### config.mk
export PLATFORM = sky130hd
export DESIGN_NAME = transfer_controller
export DESIGN_NICKNAME = d
export VERILOG_FILES = /design/src/rtl/xfer_pkg.sv /design/src/rtl/xfer_channel.sv /design/src/rtl/transfer_controller.sv
export SDC_FILE = /design/constraint.sdc
export NUM_CORES = 1
export LEC_CHECK = 0
export ABC_AREA = 0
export BUFFER_PORTS_ARGS = -buffer_cell sky130_fd_sc_hd__buf_2
export CAP_MARGIN = 10
export CORE_ASPECT_RATIO = 1.2
export CORE_MARGIN = 1
export CORE_UTILIZATION = 33
export CTS_CLUSTER_SIZE = 8
export DETAILED_ROUTE_END_ITERATION = 8
export GPL_TIMING_DRIVEN = 0
export HOLD_SLACK_MARGIN = 0.03
export MAX_ROUTING_LAYER = met4
export PLACE_DENSITY = 0.59
export SYNTH_ARGS = -nofsm -noshare
export SYNTH_HDL_FRONTEND = slang
export SYNTH_HIERARCHICAL = 1
export SYNTH_SLANG_ARGS = --single-unit
export TNS_END_PERCENT = 5
### constraint.sdc
create_clock -name ref_clk -period 4.6 [get_ports ref_clk]
set_input_delay 0.46 -clock ref_clk [delete_from_list [all_inputs] [get_ports ref_clk]]
set_output_delay 0.46 -clock ref_clk [all_outputs]
set_load 0.02 [all_outputs]
### src/rtl/xfer_pkg.sv
// Shared constants and types for the four channel transfer controller.
// Assumes one clock domain, the peripheral request lines and a single core bus port.
package xfer_pkg;

  // ==========================================================================
  // Sizes
  // ==========================================================================
  localparam int NUM_CH = 4;
  localparam int ADDR_W = 24;
  localparam int DATA_W = 16;
  localparam int CNT_W = 16;

  // ==========================================================================
  // Transfer kinds and request sources
  // ==========================================================================
  typedef enum logic [1:0] {
    DIR_MEM_TO_PER,
    DIR_PER_TO_MEM,
    DIR_MEM_TO_MEM
  } xfer_dir_e;

  typedef enum logic [1:0] {
    SRC_NONE,
    SRC_PRIMARY,
    SRC_SECONDARY,
    SRC_SOFTWARE
  } req_src_e;

  // Peripheral request lines, one bit per source.
  typedef struct packed {
    logic usb;
    logic uart_rx;
    logic uart_tx;
    logic audio_rx;
    logic audio_tx;
    logic conv_rx;
    logic conv_tx;
  } per_req_s;

  // Per channel setup as programmed by the processor side.
  typedef struct packed {
    logic enable;
    xfer_dir_e dir;
    logic [ADDR_W-1:0] src_addr;
    logic [ADDR_W-1:0] dst_addr;
    logic [CNT_W-1:0] count;
  } ch_cfg_s;

  // One bus cycle request toward the core bus.
  typedef struct packed {
    logic req;
    logic wr;
    logic [ADDR_W-1:0] addr;
    logic [DATA_W-1:0] wdata;
  } bus_req_s;

  localparam logic [ADDR_W-1:0] ADDR_STEP = 24'h000002;
  localparam logic [CNT_W-1:0] CNT_ONE = 16'h0001;
  localparam logic [CNT_W-1:0] CNT_ZERO = 16'h0000;

endpackage

### src/rtl/xfer_channel.sv
// One independent transfer channel with its request selection and address counters.
// Assumes the parent grants at most one channel a bus cycle at a time.
`timescale 1ns/1ps
`default_nettype none
module xfer_channel (
  input wire logic ref_clk,
  input wire logic rst_n,
  input wire logic clk_en,
  input wire xfer_pkg::ch_cfg_s cfg,
  input wire logic cfg_load,
  input wire logic prim_req,
  input wire logic sec_req,
  input wire logic sw_req,
  input wire logic grant,
  input wire logic bus_done,
  input wire logic [xfer_pkg::DATA_W-1:0] bus_rdata,
  output xfer_pkg::bus_req_s bus_out,
  output xfer_pkg::req_src_e src,
  output logic prim_ack,
  output logic sec_ack,
  output logic busy,
  output logic finished
);

  typedef enum logic [1:0] {
    ST_IDLE,
    ST_READ,
    ST_WRITE
  } ch_state_e;

  ch_state_e state_r, state_nxt;
  xfer_pkg::ch_cfg_s cfg_r;
  xfer_pkg::req_src_e src_r;
  logic [xfer_pkg::DATA_W-1:0] data_r;
  logic finished_r;

  // ==========================================================================
  // Request selection
  // ==========================================================================
  // Primary before secondary.
  wire xfer_pkg::req_src_e pick = prim_req ? xfer_pkg::SRC_PRIMARY :
                                  sec_req ? xfer_pkg::SRC_SECONDARY :
                                  sw_req ? xfer_pkg::SRC_SOFTWARE : xfer_pkg::SRC_NONE;
  wire logic go = cfg_r.enable && (cfg_r.count != xfer_pkg::CNT_ZERO)
                  && (pick != xfer_pkg::SRC_NONE);
  wire logic last = (cfg_r.count == xfer_pkg::CNT_ONE);
  wire logic done_here = grant && bus_done;

  // Read phase reads the source, write phase writes the destination.
  assign bus_out.req = (state_r != ST_IDLE);
  assign bus_out.wr = (state_r == ST_WRITE);
  assign bus_out.addr = (state_r == ST_WRITE) ? cfg_r.dst_addr : cfg_r.src_addr;
  assign bus_out.wdata = data_r;
  assign src = src_r;
  assign busy = (state_r != ST_IDLE);
  assign finished = finished_r;
  // The acknowledge frees a held peripheral request at the end of its write.
  assign prim_ack = done_here && (state_r == ST_WRITE) && (src_r == xfer_pkg::SRC_PRIMARY);
  assign sec_ack = done_here && (state_r == ST_WRITE) && (src_r == xfer_pkg::SRC_SECONDARY);

  always_comb begin
    state_nxt = state_r;
    case (state_r)
      ST_IDLE: begin
        if (go) begin
          state_nxt = ST_READ;
        end
      end
      ST_READ: begin
        if (done_here) begin
          state_nxt = ST_WRITE;
        end
      end
      ST_WRITE: begin
        if (done_here) begin
          state_nxt = ST_IDLE;
        end
      end
      default: begin
        state_nxt = ST_IDLE;
      end
    endcase
  end

  // ==========================================================================
  // State and counters
  // ==========================================================================
  // Each channel holds its own state.
  always_ff @(posedge ref_clk or negedge rst_n) begin
    if (!rst_n) begin
      state_r <= ST_IDLE;
      cfg_r <= '0;
      src_r <= xfer_pkg::SRC_NONE;
      data_r <= '0;
      finished_r <= 1'b0;
    end else if (clk_en) begin
      state_r <= state_nxt;
      finished_r <= 1'b0;
      if (cfg_load && state_r == ST_IDLE) begin
        cfg_r <= cfg;
      end
      if (state_r == ST_IDLE && go) begin
        src_r <= pick;
      end
      if (done_here && state_r == ST_READ) begin
        data_r <= bus_rdata;
      end
      if (done_here && state_r == ST_WRITE) begin
        cfg_r.count <= cfg_r.count - xfer_pkg::CNT_ONE;
        finished_r <= last;
        if (cfg_r.dir != xfer_pkg::DIR_PER_TO_MEM) begin
          cfg_r.src_addr <= cfg_r.src_addr + xfer_pkg::ADDR_STEP;
        end
        if (cfg_r.dir != xfer_pkg::DIR_MEM_TO_PER) begin
          cfg_r.dst_addr <= cfg_r.dst_addr + xfer_pkg::ADDR_STEP;
        end
      end
    end
  end

  a_ack_in_write: assert property (@(posedge ref_clk) disable iff (!rst_n)
    prim_ack |-> (state_r == ST_WRITE && src_r == xfer_pkg::SRC_PRIMARY))
    else $error("primary acknowledge outside its write cycle");

  a_prim_first: assert property (@(posedge ref_clk) disable iff (!rst_n)
    (clk_en && state_r == ST_IDLE && go && prim_req) |=> (src_r == xfer_pkg::SRC_PRIMARY))
    else $error("secondary served before a pending primary");

  a_read_then_write: assert property (@(posedge ref_clk) disable iff (!rst_n)
    (clk_en && state_r == ST_READ && done_here) |=> (state_r == ST_WRITE))
    else $error("write phase did not follow the read");

  a_count_drops: assert property (@(posedge ref_clk) disable iff (!rst_n)
    (clk_en && state_r == ST_WRITE && done_here && !cfg_load)
    |=> (cfg_r.count == $past(cfg_r.count) - xfer_pkg::CNT_ONE))
    else $error("count did not drop after a write");

endmodule
`default_nettype wire

### src/rtl/transfer_controller.sv
// Four channel transfer controller with fixed peripheral request routing.
// Assumes peripheral requests come from logic on ref_clk and a single-cycle core bus port.
`timescale 1ns/1ps
`default_nettype none
module transfer_controller (
  input wire logic ref_clk,
  input wire logic rst_n,
  input wire logic clk_en,
  input wire xfer_pkg::per_req_s per_req,
  output xfer_pkg::per_req_s per_ack,
  input wire logic [xfer_pkg::NUM_CH-1:0] sw_req,
  input wire xfer_pkg::ch_cfg_s [xfer_pkg::NUM_CH-1:0] ch_cfg,
  input wire logic [xfer_pkg::NUM_CH-1:0] cfg_load,
  input wire logic [xfer_pkg::NUM_CH-1:0] ch_dir_write,
  input wire logic cpu_bus_req,
  output logic cpu_bus_gnt,
  output xfer_pkg::bus_req_s bus_out,
  input wire logic [xfer_pkg::DATA_W-1:0] bus_rdata,
  output logic [xfer_pkg::NUM_CH-1:0] ch_busy,
  output logic [xfer_pkg::NUM_CH-1:0] ch_done
);

  localparam int N = xfer_pkg::NUM_CH;

  logic [N-1:0] prim_req, sec_req, prim_ack, sec_ack, ch_req, grant;
  xfer_pkg::bus_req_s [N-1:0] ch_bus;
  logic steal_r;
  logic [1:0] rr_r;

  // ==========================================================================
  // Request routing
  // ==========================================================================
  // Channel 0 is fed by the USB node, then by UART receive.
  assign prim_req[0] = per_req.usb;
  assign sec_req[0] = per_req.uart_rx;
  // Channel 1 is fed by UART transmit, its secondary input is tied off.
  assign prim_req[1] = per_req.uart_tx;
  assign sec_req[1] = 1'b0;
  // Audio port and converter reads on channel 2, audio port writes on channel 3.
  assign prim_req[2] = per_req.audio_rx;
  assign sec_req[2] = per_req.conv_rx;
  assign prim_req[3] = per_req.audio_tx;
  // Converter writes on channel 3 secondary.
  assign sec_req[3] = per_req.conv_tx;

  // Acknowledges return to the same fixed source.
  assign per_ack.usb = prim_ack[0];
  assign per_ack.uart_rx = sec_ack[0];
  assign per_ack.uart_tx = prim_ack[1];
  assign per_ack.audio_rx = prim_ack[2];
  assign per_ack.conv_rx = sec_ack[2];
  assign per_ack.audio_tx = prim_ack[3];
  assign per_ack.conv_tx = sec_ack[3];

  // ==========================================================================
  // Cycle stealing arbitration
  // ==========================================================================
  // Rotating pick among channels, so no channel starves another.
  function automatic logic [N-1:0] rr_pick(input logic [N-1:0] r, input logic [1:0] base);
    logic [N-1:0] g;
    logic [1:0] k;
    g = '0;
    for (int i = N - 1; i >= 0; i--) begin
      k = base + 2'(i);
      if (r[k]) begin
        g = '0;
        g[k] = 1'b1;
      end
    end
    return g;
  endfunction

  // A stolen cycle is followed by a free one whenever the processor wants it.
  wire logic dma_turn = |ch_req && !(cpu_bus_req && steal_r);
  assign grant = dma_turn ? rr_pick(ch_req, rr_r) : '0;
  assign cpu_bus_gnt = cpu_bus_req && !dma_turn;

  always_comb begin
    bus_out = '0;
    for (int i = 0; i < N; i++) begin
      if (grant[i]) begin
        bus_out = ch_bus[i];
      end
    end
  end

  always_ff @(posedge ref_clk or negedge rst_n) begin
    if (!rst_n) begin
      steal_r <= 1'b0;
      rr_r <= 2'h0;
    end else if (clk_en) begin
      steal_r <= dma_turn;
      if (dma_turn) begin
        rr_r <= rr_r + 2'h1;
      end
    end
  end

  // ==========================================================================
  // Channels
  // ==========================================================================
  // Four copies, each run on its own.
  genvar c;
  generate
    for (c = 0; c < N; c++) begin : g_ch
      xfer_pkg::ch_cfg_s cfg_c;
      xfer_pkg::req_src_e src_c;
      always_comb begin
        cfg_c = ch_cfg[c];
        if (ch_dir_write[c] && cfg_c.dir == xfer_pkg::DIR_MEM_TO_MEM) begin
          cfg_c.dir = xfer_pkg::DIR_MEM_TO_PER;
        end
      end
      xfer_channel u_ch (
        .ref_clk(ref_clk),
        .rst_n(rst_n),
        .clk_en(clk_en),
        .cfg(cfg_c),
        .cfg_load(cfg_load[c]),
        .prim_req(prim_req[c]),
        .sec_req(sec_req[c]),
        .sw_req(sw_req[c]),
        .grant(grant[c]),
        .bus_done(clk_en),
        .bus_rdata(bus_rdata),
        .bus_out(ch_bus[c]),
        .src(src_c),
        .prim_ack(prim_ack[c]),
        .sec_ack(sec_ack[c]),
        .busy(ch_busy[c]),
        .finished(ch_done[c])
      );
      assign ch_req[c] = ch_bus[c].req;
    end
  endgenerate

  a_cpu_gets_turn: assert property (@(posedge ref_clk) disable iff (!rst_n)
    (clk_en && dma_turn && cpu_bus_req) |=> (!cpu_bus_req || cpu_bus_gnt))
    else $error("processor denied two cycles in a row");

  a_one_grant: assert property (@(posedge ref_clk) disable iff (!rst_n)
    $onehot0({grant, cpu_bus_gnt}))
    else $error("more than one bus master granted");

  a_ch1_sec_dead: assert property (@(posedge ref_clk) disable iff (!rst_n)
    !sec_ack[1])
    else $error("unused secondary on channel 1 acknowledged");

  a_usb_route: assert property (@(posedge ref_clk) disable iff (!rst_n)
    per_ack.usb |-> prim_ack[0])
    else $error("USB acknowledge not from channel 0 primary");

  // ==========================================================================
  // Bus sharing and routing checks
  // ==========================================================================
  // The acknowledges are combinational, so a wrong route shows in the same cycle.
  a_freeze_arb: assert property (@(posedge ref_clk) disable iff (!rst_n)
    !clk_en |=> ($stable(rr_r) && $stable(steal_r)))
    else $error("arbiter state moved while the clock enable was low");

  a_cpu_alone: assert property (@(posedge ref_clk) disable iff (!rst_n)
    (cpu_bus_req && !(|ch_req)) |-> cpu_bus_gnt)
    else $error("processor kept off an idle bus");

  a_gnt_wanted: assert property (@(posedge ref_clk) disable iff (!rst_n)
    cpu_bus_gnt |-> cpu_bus_req)
    else $error("processor granted without asking");

  a_dma_moves: assert property (@(posedge ref_clk) disable iff (!rst_n)
    ((|ch_req) && !cpu_bus_req) |-> (|grant))
    else $error("waiting channel not served on a free bus");

  a_grant_wanted: assert property (@(posedge ref_clk) disable iff (!rst_n)
    !(|(grant & ~ch_req)))
    else $error("channel granted without a request");

  a_bus_quiet: assert property (@(posedge ref_clk) disable iff (!rst_n)
    !(|grant) |-> (bus_out == '0))
    else $error("bus driven with no channel granted");

  a_rr_rotates: assert property (@(posedge ref_clk) disable iff (!rst_n)
    (clk_en && (|grant)) |=> (rr_r != $past(rr_r)))
    else $error("round robin pointer stuck after a stolen cycle");

  a_one_ack: assert property (@(posedge ref_clk) disable iff (!rst_n)
    $onehot0(per_ack))
    else $error("more than one peripheral acknowledged");

  a_ack_on_write: assert property (@(posedge ref_clk) disable iff (!rst_n)
    (|per_ack) |-> (bus_out.req && bus_out.wr))
    else $error("acknowledge outside a granted write");

  a_ack_wanted: assert property (@(posedge ref_clk) disable iff (!rst_n)
    !(|(per_ack & ~per_req)))
    else $error("acknowledge for a request that is not standing");

  a_uart_rx_route: assert property (@(posedge ref_clk) disable iff (!rst_n)
    per_ack.uart_rx |-> grant[0])
    else $error("UART receive acknowledge not from channel 0");

  a_uart_tx_route: assert property (@(posedge ref_clk) disable iff (!rst_n)
    per_ack.uart_tx |-> grant[1])
    else $error("UART transmit acknowledge not from channel 1");

  a_ch2_route: assert property (@(posedge ref_clk) disable iff (!rst_n)
    (per_ack.audio_rx || per_ack.conv_rx) |-> grant[2])
    else $error("read acknowledge not from channel 2");

  a_audio_tx_route: assert property (@(posedge ref_clk) disable iff (!rst_n)
    per_ack.audio_tx |-> grant[3])
    else $error("audio write acknowledge not from channel 3");

  a_conv_tx_route: assert property (@(posedge ref_clk) disable iff (!rst_n)
    per_ack.conv_tx |-> grant[3])
    else $error("converter write acknowledge not from channel 3");

  a_ch1_src: assert property (@(posedge ref_clk) disable iff (!rst_n)
    g_ch[1].src_c != xfer_pkg::SRC_SECONDARY)
    else $error("channel 1 served its unused secondary");

endmodule
`default_nettype wire

==> metrics.cfg <==
[routing]
via_count=24290
drc_errors=0
ant_nets=0
post_drt_wl_per_cell_um=24.16
first_iter_violations=2392
wl_mm=98.51
dr.pass1.iters=5
viasPerCell=5.956

[run]
cap_violations=0

[hold_path]
min_path_cells=3
worstHoldStart=ch_cfg[107]
min_to=g_ch[1].u_ch/cfg_r[40]$_DFFE_PN0P_
hold_path_class=input port to flip-flop

[timing]
rsz0062_at_grt=yes
finalHoldViolCount=0
slew_headroom_pct=35.03
worst_pin_slew_ps=971.0
setup_viol=1
max_clock_freq_mhz=217.4
finalCritPeriodShare_pct=100.0
period_minus_slack_ps=4600
postLayoutSetupSlackWorst_ps=-0.4152
fin_worst_skew_ps=14.73
slew_viol_final=0

[power]
cellPowerDensity_nw_per_um2=929.8
p_sw_uw=13990
power.share.clock_pct=12.8
pwr-share-seq_pct=24.0
power_frac_comb_pct=63.1
switching_share_pct=52.78
max-vdd-ir-drop_mv=0.6490
intPower_uw=12520
leakage_uw=0.01173

[final_layout]
fin_util_pct=40.19
layout.nets=3457
area.growth.synth_to_final_pct=20.46
fin_area_um2=28520
drive_gt1_share_pct=26.28

[logic_synthesis]
syn_area_um2=23670
syn_avg_cell_area_um2=8.791
synth_cells=2693
ys_warn_count=6

[setup_path]
r2r_start=g_ch[1].u_ch/state_r[1]$_DFFE_PN0P_
cp-start-kind=flip-flop
crit_chain=clkbuf_4 > or2_4 > buf_4 > mux4_2 > nand2b_4 > o221ai_2 > or2_1 > buf_6 > buf_8 > inv_1 > nand4b_1 > buf_6 > clkbuf_4 > nor3_1 > buf_4
slowest_delay_ps=580
reg2reg_depth=14
cp.required_ps=4140
reg2reg_to=g_ch[1].u_ch/cfg_r[62]$_DFFE_PN0P_
path_class=flip-flop to output pin
crit_slowest_cell=mux4_2
cp_max_fo=10
end_kind=output pin
regToRegSetupSlack_ps=200
cp.depth=15
crit_family=buffers and inverters
crit_start=g_ch[1].u_ch/state_r[1]$_DFFE_PN0P_
arrival_ps=4140
path_buf_inv=8

[clock_network]
clk_pin_slew_ps=50
clk_latency_ps=610
htree_levels=2
root_buffer=clkbuf_16
numCtsBuffers=50
cts_tree=built
cts_sinks=355
clockBufferDepth=3

[grt]
grt_usage_pct=27.16
antenna_found_initial=17
grt_max_degree=109
grt-ovfl-total=0
grt_pass1_wl_mm=146.6
grt_pass1_vias=23240

[place]
hpwlAfterDp_mm=74.13
portBuffers=364
place_area_um2=26750
gp_congestion=0.9743
post-place-ws_ps=-1144

[floorplan]
die_area_um2=72820
row_count=107
core-area_um2=70960
die_w_um=246.5
chipHeight_um=295.4
io_pins=365
start_util_pct=33.36

[run_status]
status=complete, but fails checks
violations=negative setup slack

## power by group through the flow
stage	sequential, uW	clock, uW	combinational [uW]
floorplan	5730	0	10400
global placement	6310	0	15800
detailed placement	6310	0	15900
CTS	6290	3510	16400
global route	6570	3610	17900
finish	6370	3410	16700
## metal layers
layer	track usage, %	wire length, um	up-vias	part of all wire [%]
met2	42.37	45680	1122	46
met4	10.79	4164	0	4.2
met3	5.919	8577	196	8.7
met1	34.06	40080	11840	41
li1	-	-	11130	-
met5	-	0	-	0
## worst min-delay path: stages
cell	delay, ps
buf_2	80
nand2_1	40
nand2_1	50
## cell type report
| cell class | instances | area (um^2) |
|---|---|---|
| Antenna cell | 20 | 50.05 |
| Buffer | 187 | 994.7 |
| Clock buffer | 54 | 1276 |
| Clock inverter | 3 | 56.30 |
| Fill cell | 7312 | 42440 |
| Inverter | 118 | 445.4 |
| Multi-Input combinational cell | 2032 | 13570 |
| Sequential cell | 355 | 8885 |
| Tap cell | 926 | 1159 |
| Timing Repair Buffer | 383 | 2082 |
## through the flow
stage	hold slack, ps	TNS [ps]	total power [uW]	cells
after floorplan	164.4	0	16120	2695
after global placement	459.6	-1666990	22100	3985
after detailed placement	412.9	-47880	22190	3988
after CTS	31.21	-388.2	26150	4058
after global routing	45.09	-424.0	28060	4075
final	58.51	-0.4152	26520	4078
## timing repair
action / CTS / global route
pin swaps: 0 / 1
endpoints found under the hold margin: 53 / 0
setup endpoints to repair: 180 / 63
buffers inserted: 6 / 2
gates cloned: 0 / 0
gates resized for setup: 52 / 44
hold buffers: 8 / 0
## state kept, by name, summed over array words and instances, names as in the netlist
name / flops
steal_r: 1
g_ch.u_ch/data_r: 64
g_ch.u_ch/src: 8
rr_r: 2
g_ch.u_ch/cfg_r: 268
g_ch.u_ch/finished: 4
g_ch.u_ch/state_r: 8
## layout by cell type, fill, tap and decap left out, types with 42 or more instances in the layout
| master | instances |
|---|---|
| dfrtp_1 | 354 |
| nand4_1 | 54 |
| mux2_2 | 151 |
| buf_2 | 413 |
| nor4_1 | 45 |
| inv_1 | 116 |
| o21ai_0 | 153 |
| nand2_1 | 237 |
| nor3_1 | 77 |
| clkbuf_1 | 59 |
| clkbuf_16 | 50 |
| o22ai_1 | 75 |
| a311oi_1 | 42 |
| nor2_1 | 227 |
| a211oi_1 | 42 |
| nand3_1 | 115 |
| a22oi_1 | 43 |
| a21oi_1 | 201 |
## how the worst max path moves through the flow
stage                                         end  slack [ps]
2_1_floorplan                          per_ack[6]         590
3_3_place_gp   g_ch[3].u_ch/data_r[7]$_DFFE_PN0P_       -4640
3_5_place_dp   g_ch[0].u_ch/data_r[7]$_DFFE_PN0P_       -1140
4_1_cts                                per_ack[0]         -70
5_1_grt                                per_ack[2]        -100
6_report                               per_ack[2]        -0.4
Power figures use the tool's default switching activity.
